===== src/ufc_pkg.sv =====
package ufc_pkg;
	// register byte addresses, one aligned word each
	localparam logic [7:0] OFS_DATA = 8'h00;
	localparam logic [7:0] OFS_IER = 8'h04;
	localparam logic [7:0] OFS_ISR = 8'h08;
	localparam logic [7:0] OFS_LCR = 8'h0c;
	localparam logic [7:0] OFS_MCR = 8'h10;
	localparam logic [7:0] OFS_LSR = 8'h14;
	localparam logic [7:0] OFS_MSR = 8'h18;
	localparam logic [7:0] OFS_EFR = 8'h1c;
	localparam logic [7:0] OFS_RXTRG = 8'h20;
	localparam logic [7:0] OFS_TXTRG = 8'h24;
	localparam logic [7:0] OFS_RESUME_CHAR_FIRST = 8'h28;
	localparam logic [7:0] OFS_RESUME_CHAR_SECOND = 8'h2c;
	localparam logic [7:0] OFS_PAUSE_CHAR_FIRST = 8'h30;
	localparam logic [7:0] OFS_PAUSE_CHAR_SECOND = 8'h34;
	localparam logic [7:0] OFS_TX_FIFO_LEVEL_COUNT = 8'h38;
	localparam logic [7:0] OFS_RXCNT = 8'h3c;
	localparam logic [7:0] OFS_XCHAR = 8'h40;
	// reset values
	localparam logic [7:0] RST_REG = 8'h00;
	localparam logic [15:0] RST_DIV = 16'h0001;
	// interrupt status codes
	localparam logic [5:0] ISR_NONE = 6'h01;
	localparam logic [5:0] ISR_LS = 6'h06;
	localparam logic [5:0] ISR_TO = 6'h0c;
	localparam logic [5:0] ISR_RDA = 6'h04;
	localparam logic [5:0] ISR_THR = 6'h02;
	localparam logic [5:0] ISR_XOFF = 6'h10;
	localparam logic [5:0] ISR_FLOW = 6'h20;
	// field positions
	localparam int IER_RDA = 0;
	localparam int IER_THR = 1;
	localparam int IER_LS = 2;
	localparam int IER_XOFF = 5;
	localparam int LCR_STOP2 = 2;
	localparam int LCR_PAR = 3;
	localparam int LCR_EVEN = 4;
	localparam int LCR_STICK = 5;
	localparam int LCR_DLAB = 7;
	localparam int MCR_DTR = 0;
	localparam int MCR_RTS = 1;
	localparam int MCR_LOOP = 4;
	localparam int MCR_ANY = 5;
	localparam int EFR_SWFC = 0;
	localparam int EFR_DUAL = 1;
	localparam int EFR_ENH = 4;
	localparam int EFR_SPEC = 5;
	localparam int EFR_ARTS = 6;
	localparam int EFR_ACTS = 7;
	localparam int FCR_EN = 0;
	localparam int FCR_RXCLR = 1;
	localparam int FCR_TXCLR = 2;
	// timing
	localparam logic [33:0] CLK_HZ = 34'h0_0098_9680;
	localparam logic [33:0] REF_HZ = 34'h0_00e1_0000;
	localparam int OVERSAMPLE = 16;
	localparam logic [3:0] SAMPLE_MID = 4'h7;
	localparam logic [3:0] TICK_LAST = 4'hf;
	localparam int TO_CHARS = 4;
	localparam int TO_BITS = 12;
	localparam int XOFF_DELAY_CHARS = 2;
endpackage : ufc_pkg


===== src/ufc_fifo.sv =====
`timescale 1ns/1ps
module ufc_fifo #(
	parameter int W = 8,
	parameter int D = 64,
	parameter int AW = $clog2(D),
	parameter int LW = AW + 1
) (
	input wire logic clk,
	input wire logic reset,
	input wire logic clear,
	input wire logic push,
	input wire logic [W-1:0] push_data,
	output logic push_ready,
	input wire logic pop,
	output logic [W-1:0] pop_data,
	output logic pop_valid,
	output logic [LW-1:0] level
);
	logic [W-1:0] mem [D];
	logic [AW-1:0] wr_ptr;
	logic [AW-1:0] rd_ptr;
	wire logic do_push = push & push_ready;
	wire logic do_pop = pop & pop_valid;

	// pointers wrap naturally because the depth is a power of two
	assign push_ready = (level != LW'(D));
	assign pop_valid = (level != '0);
	assign pop_data = mem[rd_ptr];

	always_ff @(posedge clk)
	begin
		if (do_push)
			mem[wr_ptr] <= push_data;
	end

	always_ff @(posedge clk)
	begin
		if (reset | clear)
		begin
			wr_ptr <= '0;
			rd_ptr <= '0;
			level <= '0;
		end
		else
		begin
			wr_ptr <= wr_ptr + AW'(do_push);
			rd_ptr <= rd_ptr + AW'(do_pop);
			level <= level + LW'(do_push) - LW'(do_pop);
		end
	end
endmodule : ufc_fifo


===== src/ufc_channel.sv =====
`timescale 1ns/1ps
// Behaviour
// - ready flag set on push, clear when empty
// - line status outranks data available
// - data available while fill at trigger
// - timeout after four chars plus twelve bits
// - timer restarts on read, or on new char unless a timeout is pending
// - timeout holds until fifo drained
// - transmit level interrupt, cleared by status read
// - loopback feeds transmitter into receiver
// - loopback holds pins high, ignores cts
// - loopback status mirrors modem control bits
// - pause character halts after current char
// - pause flag and interrupt gated by enable
// - resume characters restart transmission
// - auto send pause and resume characters
// - single flow chars kept out of fifo
// - any character resumes when enabled
// - feature bits enable auto rts/cts
// - auto rts drops at trigger, returns lower
// - receiver accepts until fifo full
// - auto cts pauses at character boundary
// - flow interrupt enables writable when enhanced
// - baud from divisor, latch behind access bit
// - receive trigger takes zero to 255, never reached above sixty-four
module ufc_channel (
	input wire logic CLK,
	input wire logic RESET,
	input wire logic PSEL,
	input wire logic PENABLE,
	input wire logic PWRITE,
	input wire logic [7:0] PADDR,
	input wire logic [31:0] PWDATA,
	output logic [31:0] PRDATA,
	output logic PREADY,
	output logic PSLVERR,
	input wire logic RX,
	input wire logic CTS_N,
	input wire logic DSR_N,
	output logic TX,
	output logic RTS_N,
	output logic DTR_N,
	output logic IRQ
);
	typedef enum logic [1:0] {RX_IDLE = 2'b01, RX_RUN = 2'b10} ufc_rx_e;
	typedef enum logic [1:0] {TX_IDLE = 2'b01, TX_SHIFT = 2'b10} ufc_tx_e;

	function automatic logic hit(input logic [7:0] a, input logic [7:0] ofs);
		return a == ofs;
	endfunction : hit

	function automatic logic [3:0] char_bits(input logic [7:0] lc);
		return 4'd7 + {2'b00, lc[1:0]} + {3'b000, lc[3]} + {3'b000, lc[2]};
	endfunction : char_bits

	function automatic logic [7:0] word_mask(input logic [7:0] lc);
		return ~(8'he0 << lc[1:0]);
	endfunction : word_mask

	function automatic logic par_bit(input logic [7:0] d, input logic [7:0] lc);
		if (lc[ufc_pkg::LCR_STICK])
			return ~lc[ufc_pkg::LCR_EVEN];
		return (^(d & word_mask(lc))) ^ ~lc[ufc_pkg::LCR_EVEN];
	endfunction : par_bit

	function automatic logic [11:0] make_frame(input logic [7:0] d,
		input logic [7:0] lc);
		logic [11:0] f;
		logic [3:0] w;
		f = {4'hf, d & word_mask(lc)} << 1;
		w = 4'd5 + {2'b00, lc[1:0]};
		f = f | (12'hfff << (w + 4'd1));
		f[0] = 1'b0;
		if (lc[ufc_pkg::LCR_PAR])
			f[w + 4'd1] = par_bit(d, lc);
		return f;
	endfunction : make_frame

	logic [7:0] interrupt_enable_reg, fifo_control_reg, line_control_reg, modem_control_reg, enhanced_feature_reg, rx_trig, tx_trig;
	logic [7:0] resume_char_first, resume_char_second, pause_char_first, pause_char_second;
	logic [15:0] div;
	logic [39:0] acc;
	logic rx_s1, rx_s2, cts_s1, cts_s2, dsr_s1, dsr_s2;
	ufc_rx_e rx_state;
	ufc_tx_e tx_state;
	logic [3:0] rtick, ridx, ttick, tidx;
	logic [11:0] rsh, tsh;
	logic [6:0] rx_level, tx_level;
	logic [7:0] rx_dout, tx_dout;
	logic rx_valid, rx_room, tx_valid, tx_room;
	logic sw_halt, prev_off1, prev_on1, xoff_flag, remote_off, rts_ok;
	logic [1:0] xchar, fc_cnt;
	logic fc_off, thr_flag, tx_low_q, cts_hold_q, rts_ok_q, flow_flag;
	logic [9:0] fdly;
	logic [10:0] to_cnt;
	logic to_pend;
	logic [3:0] lsr_err;
	logic rx_push, take_fc, take_dat;
	logic [7:0] rx_char;

	// bus decode; zero wait states, so each access ends in one cycle
	wire logic setup = PSEL & ~PENABLE;
	wire logic wr = PSEL & PENABLE & PWRITE;
	wire logic rd = PSEL & PENABLE & ~PWRITE;
	wire logic dlab = line_control_reg[ufc_pkg::LCR_DLAB];
	wire logic mapped = (PADDR[1:0] == 2'b00) & (PADDR <= ufc_pkg::OFS_XCHAR);
	wire logic wr_data = wr & hit(PADDR, ufc_pkg::OFS_DATA) & ~dlab;
	wire logic wr_fcr = wr & hit(PADDR, ufc_pkg::OFS_ISR);
	wire logic isr_rd = rd & hit(PADDR, ufc_pkg::OFS_ISR);
	wire logic lsr_rd = rd & hit(PADDR, ufc_pkg::OFS_LSR);
	wire logic xchar_rd = rd & hit(PADDR, ufc_pkg::OFS_XCHAR);
	wire logic rx_pop = rd & hit(PADDR, ufc_pkg::OFS_DATA) & ~dlab & rx_valid;
	wire logic loop = modem_control_reg[ufc_pkg::MCR_LOOP];
	wire logic sw = enhanced_feature_reg[ufc_pkg::EFR_SWFC];
	wire logic dual = enhanced_feature_reg[ufc_pkg::EFR_DUAL];
	assign PREADY = 1'b1;
	assign PSLVERR = PSEL & PENABLE & ~mapped;

	always_ff @(posedge CLK)
	begin
		if (RESET)
		begin
			interrupt_enable_reg <= ufc_pkg::RST_REG;
			fifo_control_reg <= ufc_pkg::RST_REG;
			line_control_reg <= ufc_pkg::RST_REG;
			modem_control_reg <= ufc_pkg::RST_REG;
			enhanced_feature_reg <= ufc_pkg::RST_REG;
			rx_trig <= ufc_pkg::RST_REG;
			tx_trig <= ufc_pkg::RST_REG;
			resume_char_first <= ufc_pkg::RST_REG;
			resume_char_second <= ufc_pkg::RST_REG;
			pause_char_first <= ufc_pkg::RST_REG;
			pause_char_second <= ufc_pkg::RST_REG;
			div <= ufc_pkg::RST_DIV;
		end
		else if (wr)
		begin
			if (hit(PADDR, ufc_pkg::OFS_DATA) & dlab)
				div[7:0] <= PWDATA[7:0];
			if (hit(PADDR, ufc_pkg::OFS_IER) & dlab)
				div[15:8] <= PWDATA[7:0];
			if (hit(PADDR, ufc_pkg::OFS_IER) & ~dlab)
				interrupt_enable_reg <= {enhanced_feature_reg[ufc_pkg::EFR_ENH] ? PWDATA[7:6] : interrupt_enable_reg[7:6],
					PWDATA[5:0]};
			if (wr_fcr)
				fifo_control_reg <= {PWDATA[7:3], 2'b00, PWDATA[0]};
			if (hit(PADDR, ufc_pkg::OFS_LCR))
				line_control_reg <= PWDATA[7:0];
			if (hit(PADDR, ufc_pkg::OFS_MCR))
				modem_control_reg <= PWDATA[7:0];
			if (hit(PADDR, ufc_pkg::OFS_EFR))
				enhanced_feature_reg <= PWDATA[7:0];
			if (hit(PADDR, ufc_pkg::OFS_RXTRG))
				rx_trig <= PWDATA[7:0];
			if (hit(PADDR, ufc_pkg::OFS_TXTRG))
				tx_trig <= PWDATA[7:0];
			if (hit(PADDR, ufc_pkg::OFS_RESUME_CHAR_FIRST))
				resume_char_first <= PWDATA[7:0];
			if (hit(PADDR, ufc_pkg::OFS_RESUME_CHAR_SECOND))
				resume_char_second <= PWDATA[7:0];
			if (hit(PADDR, ufc_pkg::OFS_PAUSE_CHAR_FIRST))
				pause_char_first <= PWDATA[7:0];
			if (hit(PADDR, ufc_pkg::OFS_PAUSE_CHAR_SECOND))
				pause_char_second <= PWDATA[7:0];
		end
	end

	a_ier_guard: assert property (
		@(posedge CLK) disable iff (RESET)
		wr & hit(PADDR, ufc_pkg::OFS_IER) & ~dlab & ~enhanced_feature_reg[ufc_pkg::EFR_ENH]
		|=> interrupt_enable_reg[7:6] == $past(interrupt_enable_reg[7:6]))
		else $error("flow interrupt enables changed while locked");

	// 16x tick: the reference outruns CLK, so a divisor of 1 saturates
	wire logic [39:0] limit = 40'(div) * 40'(ufc_pkg::CLK_HZ);
	wire logic [39:0] acc_sum = acc + 40'(ufc_pkg::REF_HZ);
	wire logic [39:0] acc_left = acc_sum - limit;
	wire logic tick = acc_sum >= limit;

	// clamp when saturated so the accumulator never grows and wraps
	always_ff @(posedge CLK)
	begin
		if (RESET)
			acc <= '0;
		else
			acc <= tick ? ((acc_left >= limit) ? '0 : acc_left) : acc_sum;
	end

	always_ff @(posedge CLK)
	begin
		if (RESET)
			{rx_s1, rx_s2, cts_s1, cts_s2, dsr_s1, dsr_s2} <= 6'h3f;
		else
			{rx_s1, rx_s2, cts_s1, cts_s2, dsr_s1, dsr_s2} <=
				{RX, rx_s1, CTS_N, cts_s1, DSR_N, dsr_s1};
	end

	// one fifo pair per channel
	ufc_fifo rx_fifo (
		.clk(CLK), .reset(RESET),
		.clear(wr_fcr & PWDATA[ufc_pkg::FCR_RXCLR]),
		.push(rx_push), .push_data(rx_char), .push_ready(rx_room),
		.pop(rx_pop), .pop_data(rx_dout), .pop_valid(rx_valid),
		.level(rx_level));
	ufc_fifo tx_fifo (
		.clk(CLK), .reset(RESET),
		.clear(wr_fcr & PWDATA[ufc_pkg::FCR_TXCLR]),
		.push(wr_data), .push_data(PWDATA[7:0]), .push_ready(tx_room),
		.pop(take_dat), .pop_data(tx_dout), .pop_valid(tx_valid),
		.level(tx_level));

	// receiver
	wire logic tx_line = tsh[0];
	wire logic rx_in = loop ? tx_line : rx_s2;
	wire logic [3:0] cb = char_bits(line_control_reg);
	wire logic [3:0] rx_bits = cb - {3'b000, line_control_reg[ufc_pkg::LCR_STOP2]};
	wire logic rx_sample = (rx_state == RX_RUN) & tick &
		(rtick == ufc_pkg::SAMPLE_MID);
	wire logic rx_done = rx_sample & (ridx == rx_bits - 4'd1);
	wire logic [11:0] rx_full = rsh | ({11'h000, rx_in} << ridx);
	wire logic [3:0] wl = 4'd5 + {2'b00, line_control_reg[1:0]};
	assign rx_char = rx_full[8:1] & word_mask(line_control_reg);
	wire logic rx_pe = line_control_reg[ufc_pkg::LCR_PAR] &
		(rx_full[wl + 4'd1] != par_bit(rx_char, line_control_reg));
	wire logic rx_bi = (rx_full == 12'h000);
	wire logic rx_fe = ~rx_full[wl + 4'd1 + {3'b000, line_control_reg[ufc_pkg::LCR_PAR]}];

	always_ff @(posedge CLK)
	begin
		if (RESET)
		begin
			rx_state <= RX_IDLE;
			rtick <= '0;
			ridx <= '0;
			rsh <= '0;
		end
		else
			unique case (rx_state)
			RX_IDLE:
				if (~rx_in)
				begin
					rx_state <= RX_RUN;
					rtick <= '0;
					ridx <= '0;
					rsh <= '0;
				end
			RX_RUN:
				if (tick)
				begin
					rtick <= rtick + 4'd1;
					if (rtick == ufc_pkg::SAMPLE_MID)
					begin
						rsh <= rx_full;
						ridx <= ridx + 4'd1;
						// glitch on the start bit returns to idle
						if ((ridx == 4'd0 & rx_in) | rx_done)
							rx_state <= RX_IDLE;
					end
				end
			endcase
	end

	// software flow control on received characters
	wire logic m_off1 = rx_char == pause_char_first;
	wire logic m_off2 = rx_char == pause_char_second;
	wire logic m_on1 = rx_char == resume_char_first;
	wire logic m_on2 = rx_char == resume_char_second;
	wire logic hit_off = rx_done & sw & (dual ? prev_off1 & m_off2 : m_off1);
	wire logic hit_on = rx_done & sw & (dual ? prev_on1 & m_on2 : m_on1);
	wire logic spec = rx_done & enhanced_feature_reg[ufc_pkg::EFR_SPEC] & m_off2;
	wire logic resume = sw_halt & (hit_on |
		(rx_done & modem_control_reg[ufc_pkg::MCR_ANY] & ~hit_off));
	wire logic drop = sw & ~dual & (m_off1 | m_on1) & ~spec;
	assign rx_push = rx_done & ~drop & rx_room;
	wire logic rx_oe = rx_done & ~drop & ~rx_room;

	always_ff @(posedge CLK)
	begin
		if (RESET | ~sw)
			sw_halt <= 1'b0;
		else if (hit_off)
			sw_halt <= 1'b1;
		else if (resume)
			sw_halt <= 1'b0;
	end

	always_ff @(posedge CLK)
	begin
		if (RESET)
		begin
			{prev_off1, prev_on1} <= 2'b00;
			xoff_flag <= 1'b0;
			xchar <= 2'b00;
		end
		else
		begin
			if (rx_done)
				{prev_off1, prev_on1} <= {m_off1, m_on1};
			xoff_flag <= hit_off | spec | (xoff_flag & ~isr_rd);
			xchar <= {hit_on, hit_off} | (xchar & ~{2{xchar_rd}});
		end
	end

	a_xoff_halt: assert property (
		@(posedge CLK) disable iff (RESET)
		hit_off & (tx_state == TX_SHIFT) |=> sw_halt & !take_dat)
		else $error("pause character did not halt transmitter");

	// automatic pause and resume characters, hysteresis at half the trigger
	wire logic rx_hi = ({1'b0, rx_level} >= rx_trig) & rx_valid;
	wire logic rx_lo = {1'b0, rx_level} < (rx_trig >> 1);
	wire logic [9:0] xoff_due = 10'(cb) *
		10'(ufc_pkg::XOFF_DELAY_CHARS * ufc_pkg::OVERSAMPLE);
	wire logic send_off = sw & ~remote_off & rx_hi & (fdly == xoff_due);
	wire logic send_on = sw & remote_off & rx_lo;
	wire logic [7:0] fc_char = fc_off ?
		((fc_cnt == 2'd1 & dual) ? pause_char_second : pause_char_first) :
		((fc_cnt == 2'd1 & dual) ? resume_char_second : resume_char_first);

	always_ff @(posedge CLK)
	begin
		if (RESET | ~sw)
		begin
			remote_off <= 1'b0;
			fdly <= '0;
		end
		else
		begin
			fdly <= (~remote_off & rx_hi & ~send_off) ?
				fdly + 10'(tick) : '0;
			if (send_off)
				remote_off <= 1'b1;
			else if (send_on)
				remote_off <= 1'b0;
		end
	end

	always_ff @(posedge CLK)
	begin
		if (RESET)
		begin
			fc_cnt <= 2'd0;
			fc_off <= 1'b0;
		end
		else if (send_off | send_on)
		begin
			fc_cnt <= dual ? 2'd2 : 2'd1;
			fc_off <= send_off;
		end
		else if (take_fc)
			fc_cnt <= fc_cnt - 2'd1;
	end

	// transmitter; both pauses act only between characters
	wire logic cts_hold = enhanced_feature_reg[ufc_pkg::EFR_ACTS] & ~loop & cts_s2;
	assign take_fc = (tx_state == TX_IDLE) & (fc_cnt != 2'd0);
	assign take_dat = (tx_state == TX_IDLE) & ~take_fc & tx_valid &
		~sw_halt & ~cts_hold;

	always_ff @(posedge CLK)
	begin
		if (RESET)
		begin
			tx_state <= TX_IDLE;
			tsh <= 12'hfff;
			ttick <= '0;
			tidx <= '0;
		end
		else
			unique case (tx_state)
			TX_IDLE:
				if (take_fc | take_dat)
				begin
					tsh <= make_frame(take_fc ? fc_char : tx_dout, line_control_reg);
					tx_state <= TX_SHIFT;
					ttick <= '0;
					tidx <= '0;
				end
			TX_SHIFT:
				if (tick)
				begin
					ttick <= ttick + 4'd1;
					if (ttick == ufc_pkg::TICK_LAST)
					begin
						tsh <= {1'b1, tsh[11:1]};
						tidx <= tidx + 4'd1;
						if (tidx == cb - 4'd1)
							tx_state <= TX_IDLE;
					end
				end
			endcase
	end

	a_cts_pause: assert property (
		@(posedge CLK) disable iff (RESET)
		cts_hold & (fc_cnt == 2'd0) |-> !take_dat)
		else $error("character started while cts deasserted");

	// receive time-out
	wire logic [10:0] to_lim = 11'(cb) *
		11'(ufc_pkg::TO_CHARS * ufc_pkg::OVERSAMPLE) +
		11'(ufc_pkg::TO_BITS * ufc_pkg::OVERSAMPLE);
	wire logic to_restart = rx_pop | (rx_done & ~to_pend) | ~rx_valid;

	always_ff @(posedge CLK)
	begin
		if (RESET | to_restart)
			to_cnt <= '0;
		else if (tick & (to_cnt != to_lim))
			to_cnt <= to_cnt + 11'd1;
	end

	always_ff @(posedge CLK)
	begin
		if (RESET | ~rx_valid)
			to_pend <= 1'b0;
		else if ((to_cnt == to_lim) & ~rx_hi)
			to_pend <= 1'b1;
	end

	a_to_restart: assert property (
		@(posedge CLK) disable iff (RESET)
		rx_pop |=> to_cnt == 11'd0)
		else $error("time-out timer not restarted by fifo read");
	a_to_clear: assert property (
		@(posedge CLK) disable iff (RESET)
		to_pend & rx_valid & !$past(rx_pop) |-> $past(to_pend) | $past(rx_valid))
		else $error("time-out raised with empty fifo");

	// transmit level interrupt, line errors, flow pin interrupts
	wire logic tx_low = ({1'b0, tx_level} < tx_trig) | ~tx_valid;
	wire logic thr_set = fifo_control_reg[ufc_pkg::FCR_EN] & tx_low & ~tx_low_q;

	always_ff @(posedge CLK)
	begin
		if (RESET)
		begin
			tx_low_q <= 1'b0;
			thr_flag <= 1'b0;
			lsr_err <= 4'h0;
			rts_ok <= 1'b1;
			rts_ok_q <= 1'b1;
			cts_hold_q <= 1'b0;
			flow_flag <= 1'b0;
		end
		else
		begin
			tx_low_q <= tx_low;
			thr_flag <= thr_set | (thr_flag & ~isr_rd);
			lsr_err <= {rx_done & rx_bi, rx_done & rx_fe, rx_done & rx_pe,
				rx_oe} | (lsr_err & ~{4{lsr_rd}});
			if (rx_hi)
				rts_ok <= 1'b0;
			else if (rx_lo)
				rts_ok <= 1'b1;
			rts_ok_q <= rts_ok;
			cts_hold_q <= cts_hold;
			flow_flag <= (interrupt_enable_reg[6] & rts_ok_q & ~rts_ok & enhanced_feature_reg[ufc_pkg::EFR_ARTS]) |
				(interrupt_enable_reg[7] & cts_hold & ~cts_hold_q) |
				(flow_flag & ~isr_rd);
		end
	end

	a_isr_clear: assert property (
		@(posedge CLK) disable iff (RESET)
		isr_rd & !thr_set |=> !thr_flag)
		else $error("transmit interrupt survived status read");

	// interrupt priority
	wire logic ls_int = interrupt_enable_reg[ufc_pkg::IER_LS] & (lsr_err != 4'h0);
	wire logic to_int = interrupt_enable_reg[ufc_pkg::IER_RDA] & to_pend;
	wire logic rda_int = interrupt_enable_reg[ufc_pkg::IER_RDA] & rx_hi;
	wire logic thr_int = interrupt_enable_reg[ufc_pkg::IER_THR] & fifo_control_reg[ufc_pkg::FCR_EN] & thr_flag;
	wire logic xoff_int = interrupt_enable_reg[ufc_pkg::IER_XOFF] & xoff_flag;
	wire logic [5:0] isr_code =
		ls_int ? ufc_pkg::ISR_LS :
		to_int ? ufc_pkg::ISR_TO :
		rda_int ? ufc_pkg::ISR_RDA :
		thr_int ? ufc_pkg::ISR_THR :
		xoff_int ? ufc_pkg::ISR_XOFF :
		flow_flag ? ufc_pkg::ISR_FLOW : ufc_pkg::ISR_NONE;
	assign IRQ = isr_code != ufc_pkg::ISR_NONE;

	a_ls_priority: assert property (
		@(posedge CLK) disable iff (RESET)
		ls_int & rda_int |-> isr_code == 6'h06 && IRQ)
		else $error("data interrupt reported over line status");
	a_rda_level: assert property (
		@(posedge CLK) disable iff (RESET)
		interrupt_enable_reg[0] & !ls_int & !to_pend & ({1'b0, rx_level} >= rx_trig) &
		(rx_level != 7'd0) |-> isr_code == 6'h04)
		else $error("data interrupt missing at trigger level");

	// pins and status
	wire logic [7:0] lsr_val = {1'b0, ~tx_valid & (tx_state == TX_IDLE),
		~tx_valid, lsr_err, rx_valid};
	wire logic [7:0] msr_val = {2'b00, loop ? modem_control_reg[1:0] : ~{cts_s2, dsr_s2},
		4'h0};
	assign TX = loop | tx_line;
	assign RTS_N = loop | ~(modem_control_reg[ufc_pkg::MCR_RTS] &
		(~enhanced_feature_reg[ufc_pkg::EFR_ARTS] | rts_ok));
	assign DTR_N = loop | ~modem_control_reg[ufc_pkg::MCR_DTR];

	a_rx_ready: assert property (
		@(posedge CLK) disable iff (RESET)
		rx_push |=> lsr_val[0] ##0 (rx_level != 7'd0))
		else $error("ready flag not set after receive push");
	a_loop_pins: assert property (
		@(posedge CLK) disable iff (RESET)
		loop |-> TX & RTS_N & DTR_N & !cts_hold)
		else $error("loopback left a pin active");
	a_loop_msr: assert property (
		@(posedge CLK) disable iff (RESET)
		loop |-> msr_val[5:4] == modem_control_reg[1:0])
		else $error("loopback modem status does not mirror control");

	wire logic [7:0] rd_mux =
		hit(PADDR, ufc_pkg::OFS_DATA) ? (dlab ? div[7:0] : rx_dout) :
		hit(PADDR, ufc_pkg::OFS_IER) ? (dlab ? div[15:8] : interrupt_enable_reg) :
		hit(PADDR, ufc_pkg::OFS_ISR) ? {{2{fifo_control_reg[0]}}, isr_code} :
		hit(PADDR, ufc_pkg::OFS_LCR) ? line_control_reg :
		hit(PADDR, ufc_pkg::OFS_MCR) ? modem_control_reg :
		hit(PADDR, ufc_pkg::OFS_LSR) ? lsr_val :
		hit(PADDR, ufc_pkg::OFS_MSR) ? msr_val :
		hit(PADDR, ufc_pkg::OFS_EFR) ? enhanced_feature_reg :
		hit(PADDR, ufc_pkg::OFS_RXTRG) ? rx_trig :
		hit(PADDR, ufc_pkg::OFS_TXTRG) ? tx_trig :
		hit(PADDR, ufc_pkg::OFS_RESUME_CHAR_FIRST) ? resume_char_first :
		hit(PADDR, ufc_pkg::OFS_RESUME_CHAR_SECOND) ? resume_char_second :
		hit(PADDR, ufc_pkg::OFS_PAUSE_CHAR_FIRST) ? pause_char_first :
		hit(PADDR, ufc_pkg::OFS_PAUSE_CHAR_SECOND) ? pause_char_second :
		hit(PADDR, ufc_pkg::OFS_TX_FIFO_LEVEL_COUNT) ? {1'b0, tx_level} :
		hit(PADDR, ufc_pkg::OFS_RXCNT) ? {1'b0, rx_level} :
		hit(PADDR, ufc_pkg::OFS_XCHAR) ? {6'h00, xchar} : 8'h00;

	// read data is captured in the setup cycle, side effects land at access
	always_ff @(posedge CLK)
	begin
		if (RESET)
			PRDATA <= 32'h0000_0000;
		else if (setup)
			PRDATA <= {24'h00_0000, rd_mux};
	end
endmodule : ufc_channel


===== config.mk =====
export PLATFORM = sky130hd
export DESIGN_NAME = ufc_channel
export DESIGN_NICKNAME = d
export VERILOG_FILES = /design/src/ufc_pkg.sv /design/src/ufc_fifo.sv /design/src/ufc_channel.sv
export SDC_FILE = /design/constraint.sdc
export NUM_CORES = 2
export LEC_CHECK = 0
export ABC_AREA = 1
export ABC_CLOCK_PERIOD_IN_PS = 10000
export BUFFER_PORTS_ARGS = -buffer_cell sky130_fd_sc_hd__buf_2
export CAP_MARGIN = 20
export CORE_UTILIZATION = 25
export DETAILED_ROUTE_END_ITERATION = 16
export GPL_TIMING_DRIVEN = 0
export PLACE_DENSITY_LB_ADDON = 0.15
export SLEW_MARGIN = 20
export SYNTH_ARGS = -nofsm -noshare
export SYNTH_HDL_FRONTEND = slang
export SYNTH_SLANG_ARGS = --single-unit

===== constraint.sdc =====
create_clock -name CLK -period 10 [get_ports CLK]
set_clock_uncertainty 0.05 [all_clocks]
set_input_delay 2.5 -clock CLK [delete_from_list [all_inputs] [get_ports CLK]]
set_output_delay 2.5 -clock CLK [all_outputs]
set_load 0.05 [all_outputs]

* Word level (Yosys, flattened, before mapping) *
Memory sizes are Yosys's and may differ from the RTL's. A register that Yosys moved wholly into a read port is not among the register bits.
Cells that the tools add are included.

storage, ports and cells
  bits in registers = 275
  bits in writable memories = 1,024
  input port bits = 48
  output and inout port bits = 38
  logic and storage cells = 428
  memories = 2

memory list
  name         depth  bits a word  read ports  clocked after Yosys merged registers in  write ports  RTL line        text
  rx_fifo.mem  64     8            1           1                                        1            ufc_fifo.sv:19  logic [W-1:0] mem [D];
  tx_fifo.mem  64     8            1           1                                        1            ufc_fifo.sv:19

cells by class
  add/subtract/negate cells = 27
  $mul = 1
  $lt $le $gt $ge = 9
  equality and inequality tests = 44
  shift-type cells = 3
  multiplexer cells = 100
  bitwise operators = 152
  reductions and logical operators = 36

operators with widths
  cell                                                  count
  two-way mux 8 bit                                     20
  AND 1 bit                                             85
  two-way mux 12 bit                                    7
  greater-or-equal comparator 40 bit                    2
  two-way mux 40 bit                                    2
  == test 8 x 6 -> 1 bit (second input constant)        8
  two-way mux 6 bit                                     8
  case mux 12 bit (2 select lines)                      2
  adder 40 x 24 -> 40 bit (second input constant)       1
  subtractor 40 bit                                     1
  multiplier 16 x 17 -> 33 bit (second input constant)  1
  == test 8 x 5 -> 1 bit (second input constant)        4
  == test 8 bit                                         4
  two-way mux 4 bit                                     8
  case mux 4 bit (2 select lines)                       4
  NOT 1 bit                                             30
  AND reduction 2 bit                                   15
  two-way mux 1 bit                                     28
  two-way mux 2 bit                                     13
  adder 6 x 1 -> 6 bit                                  4
  AND 8 bit                                             3
  OR 12 bit                                             2
  OR 1 bit                                              22
  adder 4 x 1 -> 4 bit (second input constant)          5
  60 further kinds                                      93

* Longest topological paths before layout *
  depth in word-level cells = 20
  gate-level depth with buffers = 49
  gate-level depth less buffers = 49

* Cells and area by module *
Synthesis repeated with hierarchy kept, for this count alone.

unflattened totals
  cells, all modules = 6,941
  area, all modules = 65,382.7 um2

by module, submodules not included
  module              times used  cells an instance  area an instance (um2)  sequential area each (um2)
  ufc_fifo (rx_fifo)  1           2,107              22,535.4                15,755.1
  ufc_fifo (tx_fifo)  1           1,920              22,089.9                15,755.1
  ufc_channel         1           2,914              20,757.4                4,604.4

* Worst setup path after synthesis *
No wires, ideal clock.

  path type = register -> register
  start = register div[15]
  end = register rx_fifo.level[6]
  library setup time = 115 ps
  data arrival time = 8,383 ps
  data required time = 9,835 ps
  path slack = 1,453 ps
  cell stages (with the launch flop) = 48
  path buffers = 0
  period minus slack after synthesis = 8,547 ps
  path through = dfxtp_1 > ha_1 > inv_1 > fa_1 > inv_1 > fa_1 > fa_1 > fa_1 > inv_1 > fa_1 > inv_1 > ha_1 > nand2_1 > nor3_2 > inv_1 > o21ai_1 > a21oi_1 > o21ai_0 > [12 not listed] > nand3_2 > nand2_2 > nand2_2 > nand2_4 > nand2_2 > nand2_4 > nand2_4 > nor3_4 > ha_1 > inv_1 > fa_1 > o31ai_1 > inv_1 > nor2_1 > nor2_1 > o21bai_1 > a21oi_1 > o21a_1

between the ends
  longest elaborated chain between the ends = 15

ends and longest elaborated chain
  what                                    RTL line            text
  start, declared                         ufc_channel.sv:81   logic [15:0] div;
  start signal, assigned                  ufc_channel.sv:134  div <= ufc_pkg::RST_DIV;
  start signal, assigned                  ufc_channel.sv:141  div[15:8] <= PWDATA[7:0];
  multiplier 16 x 17 -> 33 bit (*)        ufc_channel.sv:175  wire logic [39:0] limit = 40'(div) * 40'(ufc_pkg::CLK_HZ);
  greater-or-equal comparator 40 bit (*)  ufc_channel.sv:178  wire logic tick = acc_sum >= limit;
  AND 1 bit (*) (2 in a row)              ufc_channel.sv:217  wire logic rx_sample = (rx_state == RX_RUN) & tick &
  AND 1 bit (*)                           ufc_channel.sv:219  wire logic rx_done = rx_sample & (ridx == rx_bits - 4'd1);
  AND 1 bit (2 in a row)                  ufc_channel.sv:270  wire logic spec = rx_done & enhanced_feature_reg[ufc_pkg::EFR_SPEC] & m_off2;
  NOT 1 bit                               ufc_channel.sv:273  wire logic drop = sw & ~dual & (m_off1 | m_on1) & ~spec;
  AND 1 bit                               ufc_channel.sv:273
  NOT 1 bit                               ufc_channel.sv:274  assign rx_push = rx_done & ~drop & rx_room;
  AND 1 bit (*) (2 in a row)              ufc_channel.sv:274
  AND 1 bit (*)                           ufc_fifo.sv:22      wire logic do_push = push & push_ready;
  adder 7 x 1 -> 7 bit (*)                ufc_fifo.sv:48      level <= level + LW'(do_push) - LW'(do_pop);
  subtractor 7 x 1 -> 7 bit (*)           ufc_fifo.sv:48
  end signal, assigned                    ufc_fifo.sv:48
  end, declared                           ufc_fifo.sv:17      output logic [LW-1:0] level

Every way passes the cells marked *; elsewhere a longest branch is shown, timed or not.
A chain may end at the register's enable or synchronous reset.

* Worst setup path in the final report *
  start = register div[11]
  end = register rx_fifo.level[6]

Same word-level chain as after synthesis.

==> flow_summary.json <==
{
  "status": "complete, no violations",
  "initial_core_utilization": 0.252,
  "synth.cells.most_frequent": "1039 x sky130_fd_sc_hd__nand2_1, 1024 x sky130_fd_sc_hd__edfxtp_1, 842 x sky130_fd_sc_hd__nor2_1",
  "tritoncts": "built",
  "finalCriticalPeriod_ns": 9.31,
  "placement.io_buffers": 36,
  "drv_cap": 0,
  "fp.dieArea_um2": 254000,
  "drc": 0,
  "antenna_violating_nets_post_route": 0,
  "post-synth-top-count-cell": "sky130_fd_sc_hd__nand2_1",
  "cts-hold-fix-buffers": 0,
  "worstMarginPinSlew_ns": 1.30,
  "worst_vdd_rail_ir_drop_uv": 192,
  "crit_path_start_kind": "flip-flop",
  "fmaxAchievable_mhz": 107,
  "setup_viol_count_final": 0,
  "worst_skew_pair.late_latency_ns": 0.84,
  "synth.largest_area_cell": "sky130_fd_sc_hd__edfxtp_1",
  "numCtsBuffers": 154,
  "area_delta_synth_final_pct": 16.3,
  "syn_inst": 6403,
  "reg_top3": "rx_fifo.mem x512, tx_fifo.mem x512, acc x33",
  "ys.warnings.count": 0,
  "cellLeakagePower_nw": 26.9,
  "pin_count": 86,
  "drive_gt1_frac": 0.0652,
  "finalSetupTns_ns": 0,
  "detail_route.vias_per_cell": 4.86,
  "min_path_type": "flip-flop to flip-flop",
  "critical-path-max-stage-delay_ns": 0.59,
  "critPathRequiredTime_ns": 10.66,
  "yosysSeqAreaShare": 0.573,
  "cp-end-kind": "flip-flop",
  "die_height_um": 504,
  "drc_violation_total_after_the_first_tritonroute_iteration": 4831,
  "powerDensity_nw_per_um2": 216,
  "ys_ff_latch": 1292,
  "crit_slowest_cell": "sky130_fd_sc_hd__fa_1",
  "dp_hpwl_mm": 178,
  "hold_violation_total_from_the_final_report": 0,
  "design_power_total_mw": 15.8,
  "cts_max_level": 4,
  "post-place-ws_ns": -0.282,
  "clock-root-buffer": "sky130_fd_sc_hd__clkbuf_16",
  "post_synth.cell_area_avg_um2": 9.84,
  "final.hold.worst_slack_ns": 0.357,
  "finish.net_count": 7040,
  "timing_worst_setup_path_type": "flip-flop to flip-flop",
  "post_drt_wl_per_cell_um": 25.1,
  "first_global_vias": 47300,
  "filler_cell_count": 26300,
  "yosys-top-cells-area": "sky130_fd_sc_hd__edfxtp_1 49%, sky130_fd_sc_hd__dfxtp_1 8.5%, sky130_fd_sc_hd__nand2_1 6.2%, sky130_fd_sc_hd__ha_1 5.5%, sky130_fd_sc_hd__nor2_1 5.0%",
  "cts.clk_slew.worst_paths_ns": 0.06,
  "grt_first_pass_wirelength_mm": 357,
  "worst_slew_margin_relative_to_its_limit": 0.130,
  "grt_setup_unrepaired": "no",
  "gp_congestion": 0.925,
  "min_period_over_period": 0.931,
  "syn-cell-area_um2": 63000,
  "core-area_um2": 250000,
  "number_of_vias_after_detailed_routing": 49200,
  "synth-async-reset-ratio": 0,
  "final.setup.worst_slack_ns": 0.687,
  "critPathArrivalTime_ns": 9.98,
  "antenna_found_initial": 10,
  "synth_largest_type_area_fraction": 0.488,
  "dp_cells": 9815,
  "total_gr_overflow": 0,
  "drtPass1Iterations": 6,
  "grt_start_max_net_pins": 66,
  "finalNonFillerCells": 10100,
  "path_max_fanout": 8,
  "final_slew_viol_count": 0,
  "rows": 183,
  "overall_global_routing_resource_usage": 0.195,
  "die-width_um": 504,
  "drt_wl_total_mm": 254,
  "postSynth.topFlopCell": "sky130_fd_sc_hd__edfxtp_1",
  "clock_sink_total": 1292,
  "synth_edf_count": 1024,
  "cts_buffer_depth": 3,
  "synth.lib_cells_used.distinct": 60
}
power by group:
part	internal (mW)	switching, mW
combinational	1.13	2.97
sequential	5.92	0.0748
clock	3.26	2.48
worst paths after layout:
path / endpoint / cells past startpoint / slack, ns / startpoint
worst max-delay path: rx_fifo.level[6] / 47 / 0.69 / div[11]
worst min-delay path: rx_s2 / 1 / 0.36 / rx_s1
worst max register to register: rx_fifo.level[6] / 47 / 0.69 / div[11]
worst min register to register: rx_s2 / 1 / 0.36 / rx_s1
layer usage:
layer	routed length [µm]	vias to the layer above	GRT usage
met5	7	-	0
met4	11200	2	0.0838
met3	17000	444	0.0321
met2	116000	1823	0.312
met1	110000	24300	0.260
li1	-	22600	-
through the flow:
| step | cell area (µm²) | utilization |
|---|---|---|
| finish | 73300 | 0.294 |
| global route | 73300 | 0.294 |
| CTS | 73200 | 0.293 |
| detailed placement | 68100 | 0.273 |
| global placement | 67500 | 0.270 |
| floorplan | 63100 | - |
layout make-up:
cell class              count  area, µm²  share of cell area
flip-flops and latches   1292      36100               0.493
multi-input cells        4244      23700               0.323
well taps                3330       4170              0.0568
clock buffers             198       4080              0.0556
inverters                 583       2200              0.0300
plain buffers             307       1290              0.0176
clock inverters            87       1030              0.0141
repair buffers             63        728             0.00993
diodes                      7       17.5            0.000239
cell families after synthesis:
logic type               count (synthesis)  synth area share
AND/OR/NAND/NOR                       2523             0.169
flip-flops                            1292             0.573
AO/OA/AOI/OAI                         1196             0.105
buffers and inverters                  890            0.0546
adder cells (fa/ha/maj)                347            0.0772
XOR/XNOR                               153            0.0213
other                                    2          0.000119
cell usage in the layout (no fill, tap or decap), types with 154 or more instances in the layout:
cell,count
sky130_fd_sc_hd__nand2_1,1035
sky130_fd_sc_hd__inv_1,563
sky130_fd_sc_hd__ha_1,277
sky130_fd_sc_hd__clkbuf_16,154
sky130_fd_sc_hd__dfxtp_1,260
sky130_fd_sc_hd__clkbuf_1,263
sky130_fd_sc_hd__nor2_1,831
sky130_fd_sc_hd__o21ai_0,577
sky130_fd_sc_hd__edfxtp_1,1024
sky130_fd_sc_hd__a21oi_1,355
sky130_fd_sc_hd__nand3_1,453
timing repair:
| action | in CTS | in global routing |
|---|---|---|
| setup endpoints to repair | 480 | 128 |
| buffers inserted | 2 | 1 |
| resized for setup | 0 | 14 |
| gates cloned | 0 | 0 |
| pin swaps | 1 | 1 |
worst max-delay path, delay by kind of cell, from the launching register on:
kind | cells | cell delay [ns]
compound gates | 8 | 1.48
flops | 1 | 0.46
simple gates | 21 | 2.35
fa+ha+maj | 9 | 3.93
buf+inv | 8 | 0.78
xor+xnor | 1 | 0.10
(Power assumes the default switching activity.)
